**config.mk**
```make
export PLATFORM = sky130hd
export DESIGN_NAME = fdl_loader
export DESIGN_NICKNAME = d
export VERILOG_FILES = /design/src/verilog/fdl_pkg.sv /design/src/verilog/fdl_fuse_bit.sv /design/src/verilog/fdl_loader.sv
export SDC_FILE = /design/constraint.sdc
export NUM_CORES = 1
export LEC_CHECK = 0
export ABC_AREA = 1
export BUFFER_PORTS_ARGS = -buffer_cell sky130_fd_sc_hd__clkbuf_2
export CORE_MARGIN = 2
export CORE_UTILIZATION = 45
export CTS_BUF_LIST = sky130_fd_sc_hd__clkbuf_4 sky130_fd_sc_hd__clkbuf_8 sky130_fd_sc_hd__clkbuf_16
export DETAILED_ROUTE_END_ITERATION = 8
export PLACE_DENSITY = 0.69
export SLEW_MARGIN = 20
export SYNTH_ARGS = -nofsm -noshare
export SYNTH_HDL_FRONTEND = slang
export SYNTH_HIERARCHICAL = 1
export SYNTH_SLANG_ARGS = --single-unit
```
**constraint.sdc**
```tcl
create_clock -name i_clk -period 2.1 [get_ports i_clk]
set_input_delay 0.315 -clock i_clk [delete_from_list [all_inputs] [get_ports i_clk]]
set_output_delay 0.315 -clock i_clk [all_outputs]
set_load 0.03 [all_outputs]
```
**src/verilog/fdl_pkg.sv**
```systemverilog
// Package of the fuse default loader: register map, fuse field layout,
// default values, states and timing counts.
// Assumes a 100 MHz system clock; all users refer to names as fdl_pkg::name.
package fdl_pkg;

  // ----------------------------------------------------------------------
  // Register map and widths
  // ----------------------------------------------------------------------
  localparam int              ADDR_W             = 7;
  localparam int              FUSE_W             = 8;
  localparam logic [6:0]      FUSE_READBACK_ADDR = 7'h05;
  localparam logic [7:0]      FUSE_RESET         = 8'h00;  // Unprogrammed fuses read zero
  localparam logic [7:0]      RDATA_RESET        = 8'h00;

  // ----------------------------------------------------------------------
  // Fuse field layout
  // ----------------------------------------------------------------------
  localparam int              DEADTIME_MSB       = 7;
  localparam int              DEADTIME_LSB       = 6;
  localparam int              SHORT_LEVEL_BIT    = 5;
  localparam int              TRIM_MSB           = 4;
  localparam int              TRIM_LSB           = 0;
  localparam logic [7:0]      TRIM_FIELD_MASK    = 8'h1F;

  // ----------------------------------------------------------------------
  // Default values derived from the fuses
  // ----------------------------------------------------------------------
  localparam logic [2:0]      DEADTIME_CODE0_CLK = 3'h4;   // Code 0 means four clocks
  localparam logic [2:0]      DEADTIME_RESET     = 3'h4;
  localparam logic [3:0]      SHORT_LEVEL_LOW    = 4'h6;
  localparam logic [3:0]      SHORT_LEVEL_HIGH   = 4'hC;
  localparam logic [3:0]      LS_THR_MIN         = 4'h1;
  localparam logic [3:0]      HS_THR_MIN         = 4'h2;
  localparam logic [3:0]      THR_RESET          = 4'h6;
  localparam logic [4:0]      TRIM_RESET         = 5'h00;

  // ----------------------------------------------------------------------
  // Timing
  // ----------------------------------------------------------------------
  localparam int              CLK_PERIOD_NS      = 10;
  localparam int              SENSE_SETTLE_NS    = 100;    // Fuse sense settling, least
  localparam int              BURN_TIME_NS       = 2000;   // Burn pulse width, least
  localparam logic [7:0]      SETTLE_CYCLES      =
    8'((SENSE_SETTLE_NS + CLK_PERIOD_NS - 1) / CLK_PERIOD_NS);
  localparam logic [7:0]      BURN_CYCLES        =
    8'((BURN_TIME_NS + CLK_PERIOD_NS - 1) / CLK_PERIOD_NS);
  localparam logic [7:0]      COUNT_RESET        = 8'h00;

  // ----------------------------------------------------------------------
  // Sequencer states
  // ----------------------------------------------------------------------
  typedef enum logic [1:0] {
    FDL_LOAD  = 2'b00,   // Sensing fuses after reset
    FDL_READY = 2'b01,   // Defaults applied, host access open
    FDL_BURN  = 2'b10    // Burn pulse on the fuse array
  } fdl_state_e;

endpackage
```
**src/verilog/fdl_fuse_bit.sv**
```systemverilog
// One fuse cell sense path: two-stage synchroniser and a sticky copy.
// Assumes the cell level is static apart from burning, from another domain.
`timescale 1ns/1ps

module fdl_fuse_bit (
  input  wire logic i_clk,      // System clock
  input  wire logic i_sys_rst,  // Synchronous reset, high
  input  wire logic i_cell,     // Raw fuse cell level
  output logic      o_value     // Sensed, falls back only on reset
);

  typedef struct packed {
    logic sync1;
    logic sync2;
    logic keep;
  } fdl_bit_s;

  fdl_bit_s st;
  fdl_bit_s next_st;

  // ----------------------------------------------------------------------
  // Next state
  // ----------------------------------------------------------------------
  // Sticky OR hides sense glitches: a blown fuse reads zero again only after a reset, until resensed
  always_comb begin
    next_st       = st;
    next_st.sync1 = i_cell;
    next_st.sync2 = st.sync1;
    next_st.keep  = st.keep | st.sync2;
  end

  // Register the state copy
  always_ff @(posedge i_clk) begin
    if (i_sys_rst) begin
      st <= '0;
    end else begin
      st <= next_st;
    end
  end

  assign o_value = st.keep;

endmodule

```
**src/verilog/fdl_loader.sv**
```systemverilog
// Fuse default loader: senses the fuse array, applies reset defaults for
// dead time, short thresholds and oscillator trim, serves the readback
// register and sequences burns. Assumes the serial register front end
// presents single-cycle read strobes and the fuse array burns while a
// select line is held high.
//
// Behaviour
// - At power-up, dead time, thresholds and trim defaults come from fuses.
// - Unprogrammed fuse bits read as zero.
// - Programming only sets fuse bits; nothing clears a programmed bit.
// - Fuses read as 8-bit read-only register at 0x05, bit n at n.
// - Fuse bits 7:6 give dead time; code 0 is 4 clocks, else code.
// - Fuse bit 5 selects both short thresholds: 6 when zero, 12 when one.
// - Fuse bits 4:0 give oscillator trim, 0 slowest, 31 fastest.
// - Trim fuses are factory set; host should not burn them further.
// - Low-side threshold accepts 1..15, high-side 2..15; higher is less sensitive.
`timescale 1ns/1ps

module fdl_loader #(
  parameter int FUSE_W = fdl_pkg::FUSE_W,  // Fuse array width
  parameter int ADDR_W = fdl_pkg::ADDR_W   // Register address width
) (
  input  wire logic              i_clk,                       // System clock
  input  wire logic              i_sys_rst,                   // Sync reset, high
  input  wire logic [FUSE_W-1:0] i_fuse_cell,                 // Raw fuse levels
  input  wire logic              i_reg_rd,                    // Read strobe
  input  wire logic [ADDR_W-1:0] i_reg_addr,                  // Read address
  input  wire logic              i_burn_req,                  // Burn request strobe
  input  wire logic [FUSE_W-1:0] i_burn_bits,                 // Bits to set
  input  wire logic              i_factory_trim_en,           // Trim burn allowed
  input  wire logic              i_thr_wr,                    // Threshold write
  input  wire logic [3:0]        i_hs_thr,                    // High-side level
  input  wire logic [3:0]        i_ls_thr,                    // Low-side level
  output logic                   o_reg_ready,                 // Access open
  output logic                   o_reg_rvalid,                // Read answer
  output logic [7:0]             o_reg_rdata,                 // Read data
  output logic [FUSE_W-1:0]      o_fuse_burn,                 // Burn select lines
  output logic                   o_burn_refused,              // Nothing to burn
  output logic                   o_defaults_loaded,           // Defaults applied
  output logic [2:0]             o_dead_time_insertion,       // Dead time clocks
  output logic [3:0]             o_high_side_short_threshold, // HS short level
  output logic [3:0]             o_low_side_short_threshold,  // LS short level
  output logic [4:0]             o_oscillator_trim            // Clock trim
);

  // ----------------------------------------------------------------------
  // State record
  // ----------------------------------------------------------------------
  typedef struct packed {
    fdl_pkg::fdl_state_e state;
    logic [7:0]          count;
    logic                loaded;
    logic                ready;
    logic                rvalid;
    logic [7:0]          rdata;
    logic [FUSE_W-1:0]   burn;
    logic                refused;
    logic [2:0]          dead_time;
    logic [3:0]          hs_thr;
    logic [3:0]          ls_thr;
    logic [4:0]          trim;
  } fdl_loader_s;

  fdl_loader_s st;
  fdl_loader_s next_st;

  logic [FUSE_W-1:0] fuse_sensed;
  logic [1:0]        fuse_deadtime_default;
  logic              fuse_short_threshold_default;
  logic [4:0]        fuse_clock_trim_default;
  logic [FUSE_W-1:0] burn_mask;
  logic [FUSE_W-1:0] readback;

  // ----------------------------------------------------------------------
  // Fuse sense paths, one per cell
  // ----------------------------------------------------------------------
  genvar gi;
  generate
    for (gi = 0; gi < FUSE_W; gi = gi + 1) begin : g_cell
      fdl_fuse_bit u_bit (
        .i_clk     (i_clk),
        .i_sys_rst (i_sys_rst),
        .i_cell    (i_fuse_cell[gi]),
        .o_value   (fuse_sensed[gi])
      );
    end
  endgenerate

  // ----------------------------------------------------------------------
  // Field split of the sensed fuses
  // ----------------------------------------------------------------------
  // Field slices of the sensed array
  assign fuse_deadtime_default        =
    fuse_sensed[fdl_pkg::DEADTIME_MSB:fdl_pkg::DEADTIME_LSB];
  assign fuse_short_threshold_default = fuse_sensed[fdl_pkg::SHORT_LEVEL_BIT];
  assign fuse_clock_trim_default      =
    fuse_sensed[fdl_pkg::TRIM_MSB:fdl_pkg::TRIM_LSB];

  // Readback low-bit aligned, wider arrays cut to the register width
  always_comb begin
    readback = fuse_sensed;
  end

  // Burn only cells still blank; trim cells need the factory enable
  always_comb begin
    burn_mask = i_burn_bits & ~fuse_sensed;
    if (!i_factory_trim_en) begin
      burn_mask = burn_mask & ~FUSE_W'(fdl_pkg::TRIM_FIELD_MASK);
    end
  end

  // ----------------------------------------------------------------------
  // Next state
  // ----------------------------------------------------------------------
  // Sequencer, register read and threshold update
  always_comb begin
    next_st         = st;
    next_st.rvalid  = 1'b0;
    next_st.refused = 1'b0;
    case (st.state)
      // Wait for synchronisers and fuse sense to settle, then apply once
      fdl_pkg::FDL_LOAD: begin
        if (st.count == fdl_pkg::SETTLE_CYCLES) begin
          next_st.state  = fdl_pkg::FDL_READY;
          next_st.count  = fdl_pkg::COUNT_RESET;
          next_st.loaded = 1'b1;
          next_st.ready  = 1'b1;
          if (fuse_deadtime_default == 2'b00) begin
            next_st.dead_time = fdl_pkg::DEADTIME_CODE0_CLK;
          end else begin
            next_st.dead_time = {1'b0, fuse_deadtime_default};
          end
          if (fuse_short_threshold_default) begin
            next_st.hs_thr = fdl_pkg::SHORT_LEVEL_HIGH;
            next_st.ls_thr = fdl_pkg::SHORT_LEVEL_HIGH;
          end else begin
            next_st.hs_thr = fdl_pkg::SHORT_LEVEL_LOW;
            next_st.ls_thr = fdl_pkg::SHORT_LEVEL_LOW;
          end
          next_st.trim = fuse_clock_trim_default;
        end else begin
          next_st.count = st.count + 8'h01;
        end
      end
      // Host access open; burn takes priority over read and write
      fdl_pkg::FDL_READY: begin
        if (i_burn_req) begin
          if (burn_mask != '0) begin
            next_st.state = fdl_pkg::FDL_BURN;
            next_st.burn  = burn_mask;
            next_st.count = fdl_pkg::COUNT_RESET;
            next_st.ready = 1'b0;
          end else begin
            next_st.refused = 1'b1;
          end
        end else begin
          if (i_reg_rd) begin
            next_st.rvalid = 1'b1;
            if (i_reg_addr == ADDR_W'(fdl_pkg::FUSE_READBACK_ADDR)) begin
              next_st.rdata = readback[7:0];
            end else begin
              next_st.rdata = fdl_pkg::RDATA_RESET;
            end
          end
          // Out-of-range settings are clamped to the nearest legal level
          if (i_thr_wr) begin
            if (i_hs_thr < fdl_pkg::HS_THR_MIN) begin
              next_st.hs_thr = fdl_pkg::HS_THR_MIN;
            end else begin
              next_st.hs_thr = i_hs_thr;
            end
            if (i_ls_thr < fdl_pkg::LS_THR_MIN) begin
              next_st.ls_thr = fdl_pkg::LS_THR_MIN;
            end else begin
              next_st.ls_thr = i_ls_thr;
            end
          end
        end
      end
      // Hold select lines for the burn time; defaults are not reloaded
      fdl_pkg::FDL_BURN: begin
        if (st.count == fdl_pkg::BURN_CYCLES - 8'h01) begin
          next_st.state = fdl_pkg::FDL_READY;
          next_st.burn  = '0;
          next_st.count = fdl_pkg::COUNT_RESET;
          next_st.ready = 1'b1;
        end else begin
          next_st.count = st.count + 8'h01;
        end
      end
      default: begin
        next_st.state = fdl_pkg::FDL_LOAD;
        next_st.count = fdl_pkg::COUNT_RESET;
        next_st.ready = 1'b0;
        next_st.burn  = '0;
      end
    endcase
  end

  // ----------------------------------------------------------------------
  // State register
  // ----------------------------------------------------------------------
  // Reset values hold until the fuses have been sensed
  always_ff @(posedge i_clk) begin
    if (i_sys_rst) begin
      st.state     <= fdl_pkg::FDL_LOAD;
      st.count     <= fdl_pkg::COUNT_RESET;
      st.loaded    <= 1'b0;
      st.ready     <= 1'b0;
      st.rvalid    <= 1'b0;
      st.rdata     <= fdl_pkg::RDATA_RESET;
      st.burn      <= '0;
      st.refused   <= 1'b0;
      st.dead_time <= fdl_pkg::DEADTIME_RESET;
      st.hs_thr    <= fdl_pkg::THR_RESET;
      st.ls_thr    <= fdl_pkg::THR_RESET;
      st.trim      <= fdl_pkg::TRIM_RESET;
    end else begin
      st <= next_st;
    end
  end

  // ----------------------------------------------------------------------
  // Outputs, all straight from the state register
  // ----------------------------------------------------------------------
  assign o_reg_ready                 = st.ready;
  assign o_reg_rvalid                = st.rvalid;
  assign o_reg_rdata                 = st.rdata;
  assign o_fuse_burn                 = st.burn;
  assign o_burn_refused              = st.refused;
  assign o_defaults_loaded           = st.loaded;
  assign o_dead_time_insertion       = st.dead_time;
  assign o_high_side_short_threshold = st.hs_thr;
  assign o_low_side_short_threshold  = st.ls_thr;
  assign o_oscillator_trim           = st.trim;

endmodule

```
# After elaboration in Yosys (flattened, before gate mapping)
# Index checks and enable logic that the tools add are counted.
[classes] addsub=1 n_lt_le_gt_ge=2 n_eq_ne=11 mux=28 bitwise_logic=13 n_reduce_logical=12
[ops] cell="$mux 8" count=8
[ops] cell="$pmux 10 s3" count=1
[ops] cell="$pmux 8 s3" count=1
[ops] cell="$mux 10" count=2
[ops] cell="$mux 9" count=2
[ops] cell="$pmux 8 s2" count=1
[ops] cell="$mux 13" count=1
[ops] cell="$ne 2x2->1 const B" count=6
[ops] cell="$reduce_and 4->1" count=3
[ops] cell="$add 8x1->8 const B" count=1
[ops] cell="$and 8x8->8" count=1
[ops] cell="$eq 8x4->1 const B" count=1
[ops] cell="$eq 8x8->1 const B" count=1
[ops] cell="$mux 4" count=2
[ops] cell="$not 8->8" count=1
[ops] cell="$or 1x1->1" count=8
[ops] cell="$reduce_bool 8->1" count=1
[ops] cell="$eq 7x3->1 const B" count=1
[ops] cell="$reduce_or 3->1" count=2
[ops] cell="$mux 1" count=5
[ops] cell="$mux 5" count=1
[ops] cell="$logic_not 2->1" count=2
[ops] cell="$lt 4x1->1 const B" count=1
[ops] cell="$lt 4x2->1 const B" count=1
[ops] cell="other kinds (9)" count=13
[totals] register_bits=70 inputBits=37 elab_cells=103

# Longest topological paths before layout
[depth] ltp_word=7 depth_mapped=9 depth_no_buf=9

# Hierarchy
# Netlist, hierarchy kept.
[modules_own_cells] mod="fdl_loader" n_inst=1 cells_each=318 area_each_um2=2388.5 seq_area_each_um2=920.9
[modules_own_cells] mod="fdl_fuse_bit" n_inst=8 cells_each=9 area_each_um2=82.6 seq_area_each_um2=60.1

# Least setup slack after synthesis
# No wires, ideal clock.
[synth_path] path_type="flip-flop to flip-flop" startpoint="reg st[36] (netlist name)" endpoint="reg st (netlist bit o_oscillator_trim[1])" setup_ps=80 arrival_time_ps=1240 slack_ps=780 stages_incl_launch_ff=10 path_buffers=1 period_less_slack_ps=1320 cell_sequence="dfxtp_1 > inv_1 > ha_1 > nand3_2 > nor2_4 > nand2_4 > inv_4 > buf_6 > nor2_1 > a211oi_2"
[synth_via] elab_chain_cells=2
[synth_lines] element="start: declaration" line="fdl_loader.sv:64" source="fdl_loader_s st;"
[synth_lines] element="start signal: assignment" line="fdl_loader.sv:219" source="st <= next_st;"
[synth_lines] element="$eq 8x4->1" line="fdl_loader.sv:123" source="if (st.count == fdl_pkg::SETTLE_CYCLES) begin"
[synth_lines] element="$reduce_and 2->1 (no line)"
# No other way between the ends.
# A chain may end at the register's enable or synchronous reset.

# Worst setup path in the final report
[layout_path] startpoint="reg st[37] (netlist name)" endpoint="reg st[43] (netlist name)"
[layout_via] elab_chain_cells=3 word_cells_on_any_way=6
[layout_lines] element="$add 8x1->8, or another cell as far along" line="fdl_loader.sv:142, fdl_loader.sv:188"
[layout_lines] element="$mux 8, on equally long branches" line="fdl_loader.sv:182, fdl_loader.sv:123"
[layout_lines] element="$pmux 10 s3 (*)" line="fdl_loader.sv:120" source="case (st.state)"
# Every way passes the cells marked *; elsewhere a longest branch is shown, timed or not.

==> impl_metrics.csv <==
group,metric,value,unit
status,status,"completed",
finish,final_common_cell,"clkbuf_2",
timing,hold_viol_final,0,
grt,grt_overflow,0,
synthesis,synth_cells,390,
route,num_vias,2468,
clock_network,clkSinkCount,70,
hold_path,hold_path.class,"input pin to flip-flop",
power_and_ir_drop,power_frac_clock,0.347,
grt,grt_pass1_vias,2325,
power_and_ir_drop,p_int,0.00235,W
critical_path,crit_required,2.31,ns
grt,antenna_found_initial,0,
floorplanning,boundaryPins,73,
placed_design,gp_congestion,0.908,
floorplanning,initial_core_util,0.472,
finish,fin_cells,517,
synthesis,seq_area_frac_synth,0.460,
finish,fillerInstances,618,
clock_network,insertion_delay,0.34,ns
route,firstDrtPassIters,5,
power_and_ir_drop,seqPwrFrac,0.441,
floorplanning,die_h,86.3,um
clock_network,cts_buffer_depth,2,
clock_network,cts_resized,0,
finish,multiInputGateArea,1180,um^2
critical_path,crit_type,"flip-flop to flip-flop",
timing,clock_skew,0.0143,ns
timing,finalCriticalPeriod,1.50,ns
critical_path,start_kind,"flip-flop",
route,drtAntennaViolNets,0,
synthesis,synth_edf_count,0,
clock_network,cts_buffers,9,
synthesis,synth_flop_cell,"dfxtp_1",
timing,slew_violations,0,
critical_path,slowest_delay,0.38,ns
power_and_ir_drop,p_switching,0.00109,W
clock_network,h-tree-depth,3,
route,viasPerCell,4.77,
floorplanning,fp.dieW,86.3,um
grt,grt_pass1_wl,10100,um
power_and_ir_drop,switching_share,0.316,
finish,final_nets,475,
power_and_ir_drop,leakage,1.56,nW
timing,setup-tns-final,0,ns
timing,worst_pin_slew,0.655,ns
clock_network,clkTransAtPathRegs,0.08,ns
clock_network,cts-root-buf,"clkbuf_8",
finish,drive_gt1_frac,0.257,
synthesis,ys_async_sr_fraction,0,
floorplanning,dieArea,7450,um^2
timing,maxSlewHeadroom,0.560,
clock_network,postCtsSetupBuffers,0,
timing,finalHoldWorstSlack,0.149,ns
timing,fin_crit_sh,0.716,
synthesis,synth-seq-cells,70,
timing,rsz0062_at_grt,"no",
synthesis,post_synth.cell_area_avg,7.82,um^2
power_and_ir_drop,pwr-share-comb,0.212,
synthesis,yosysUniqueCellTypes,35,
synthesis,synth_nets,429,
finish,final_cell_mix,"72 x clkbuf_2, 70 x dfxtp_1, 65 x nand2_1, 57 x nor2_1, 45 x inv_1",
placed_design,numPortBuffers,72,
critical_path,path_max_fanout,5,
synthesis,ys_warn_count,6,
synthesis,synth_area,3050,um^2
finish,design_area,3460,um^2
placed_design,dp_cells,502,
placed_design,place_area,3230,um^2
route,routedWlPerCell,11.9,um
critical_path,cp_slowest_cell,"dfxtp_1",
timing,finalSetupViolations,0,
route,drt_wl_total,6140,um
grt,grt_max_degree,36,
finish,antenna_cells,0,
placed_design,hpwl,4580,um
clock_network,cts_tree,"done",
timing,fmax,0.665,GHz
power_and_ir_drop,vdd_ir_drop_max,0.000474,V
flow_run,max_cap_viol_count,0,
finish,seqCellArea,1400,um^2
route,drtIter0Drc,111,
critical_path,crit_top_cell,"nand2_1",
critical_path,path_cells,"ha_1 -> nand2_1 -> inv_1 -> nand3_1 -> nand2_1 -> nand2_1 -> nand3_1 -> a21oi_1",
route,drc,0,
critical_path,crit_arrival,1.72,ns
floorplanning,core,6460,um^2
clock_network,hold_buffers,0,
critical_path,crit_path_end_kind,"flip-flop",
grt,track_usage,0.172,
power_and_ir_drop,p_per_area,995,nW/um^2
floorplanning,rows,29,
finish,area_growth,13.3,%
finish,final_core_util,0.535,
## kinds of logic (layout without fill, tap and decap cells)
kind of cell,after synthesis,in the layout,synth area share
AO/OA/AOI/OAI,51,51,0.0981
XOR/XNOR,4,4,0.0115
adder cells (fa/ha/maj),2,2,0.00821
buffers and inverters,87,137,0.154
flip-flops,70,70,0.460
AND/OR/NAND/NOR,176,176,0.269
## sequential cells by signal (all words and copies together), names as in the netlist, 3 cells and up
| name | count |
|---|---|
| o_dead_time_insertion | 3 |
| o_reg_rdata | 8 |
| st | 10 |
| g_cell.u_bit/st | 8 |
| o_oscillator_trim | 5 |
| g_cell.u_bit/next_st | 8 |
| o_high_side_short_threshold | 4 |
| g_cell.u_bit/o_value | 8 |
| o_low_side_short_threshold | 4 |
| o_fuse_burn | 8 |
## critical path, delay by kind of cell, from the launching register on
family	cells	cell delay, ns
AND/OR/NAND/NOR	5	0.61
flip-flops	1	0.38
adder cells (fa/ha/maj)	1	0.21
buffers and inverters	1	0.12
AO/OA/AOI/OAI	1	0.06
## metal layers
layer  track usage  vias to the layer above  part of all wire
met5             0                        -                 0
met4        0.0895                        0            0.0086
met3        0.0419                        4             0.049
met2         0.281                       55              0.49
met1         0.211                     1098              0.45
li1              -                     1311                 -
## power groups by stage
stage	clock network, W	logic (W)	registers (W)
CTS	0.00121	0.000731	0.00152
detailed placement	0	0.000727	0.00155
global route	0.00126	0.000822	0.00153
finish	0.00119	0.000728	0.00152
floorplan	0	0.000553	0.00154
global placement	0	0.000715	0.00154
## per-stage QoR
stage / setup WS (ns) / total power, W
after floorplan: 0.780 / 0.00210
after global placement: 0.621 / 0.00226
after detailed placement: 0.591 / 0.00227
after CTS: 0.587 / 0.00346
after global routing: 0.415 / 0.00361
final: 0.597 / 0.00344
## final cells by class
class                   instances  area share
clock inverters                 5      0.0243
inverters                      48      0.0529
flip-flops and latches         70       0.406
repair buffers                 74       0.109
multi-input cells             233       0.341
well taps                      77      0.0279
clock buffers                  10      0.0398
## final timing paths
check,from,endpoint,slack (ns),depth (start not counted)
setup / recovery,st[37]$_SDFFE_PP0P_,st[43]$_SDFFE_PP0P_,0.60,8
hold reg to reg,g_cell[3].u_bit/next_st[1]$_SDFF_PP0_,g_cell[3].u_bit/st[1]$_SDFF_PP0_,0.40,2
hold / removal,i_fuse_cell[2],g_cell[2].u_bit/next_st[1]$_SDFF_PP0_,0.15,3
setup reg to reg,st[37]$_SDFFE_PP0P_,st[43]$_SDFFE_PP0P_,0.60,8
## Yosys cell counts (4+ instances only)
| master | number | area share |
|---|---|---|
| nand4_1 | 7 | 0.014 |
| nand2_1 | 65 | 0.080 |
| nor2_1 | 57 | 0.070 |
| o21ai_0 | 6 | 0.0098 |
| nand3_1 | 28 | 0.046 |
| a21oi_1 | 31 | 0.051 |
| dfxtp_1 | 70 | 0.46 |
| buf_4 | 32 | 0.079 |
| a211oi_1 | 5 | 0.012 |
| nand3_2 | 4 | 0.013 |
| inv_1 | 45 | 0.055 |
(Power assumes the default switching activity.)
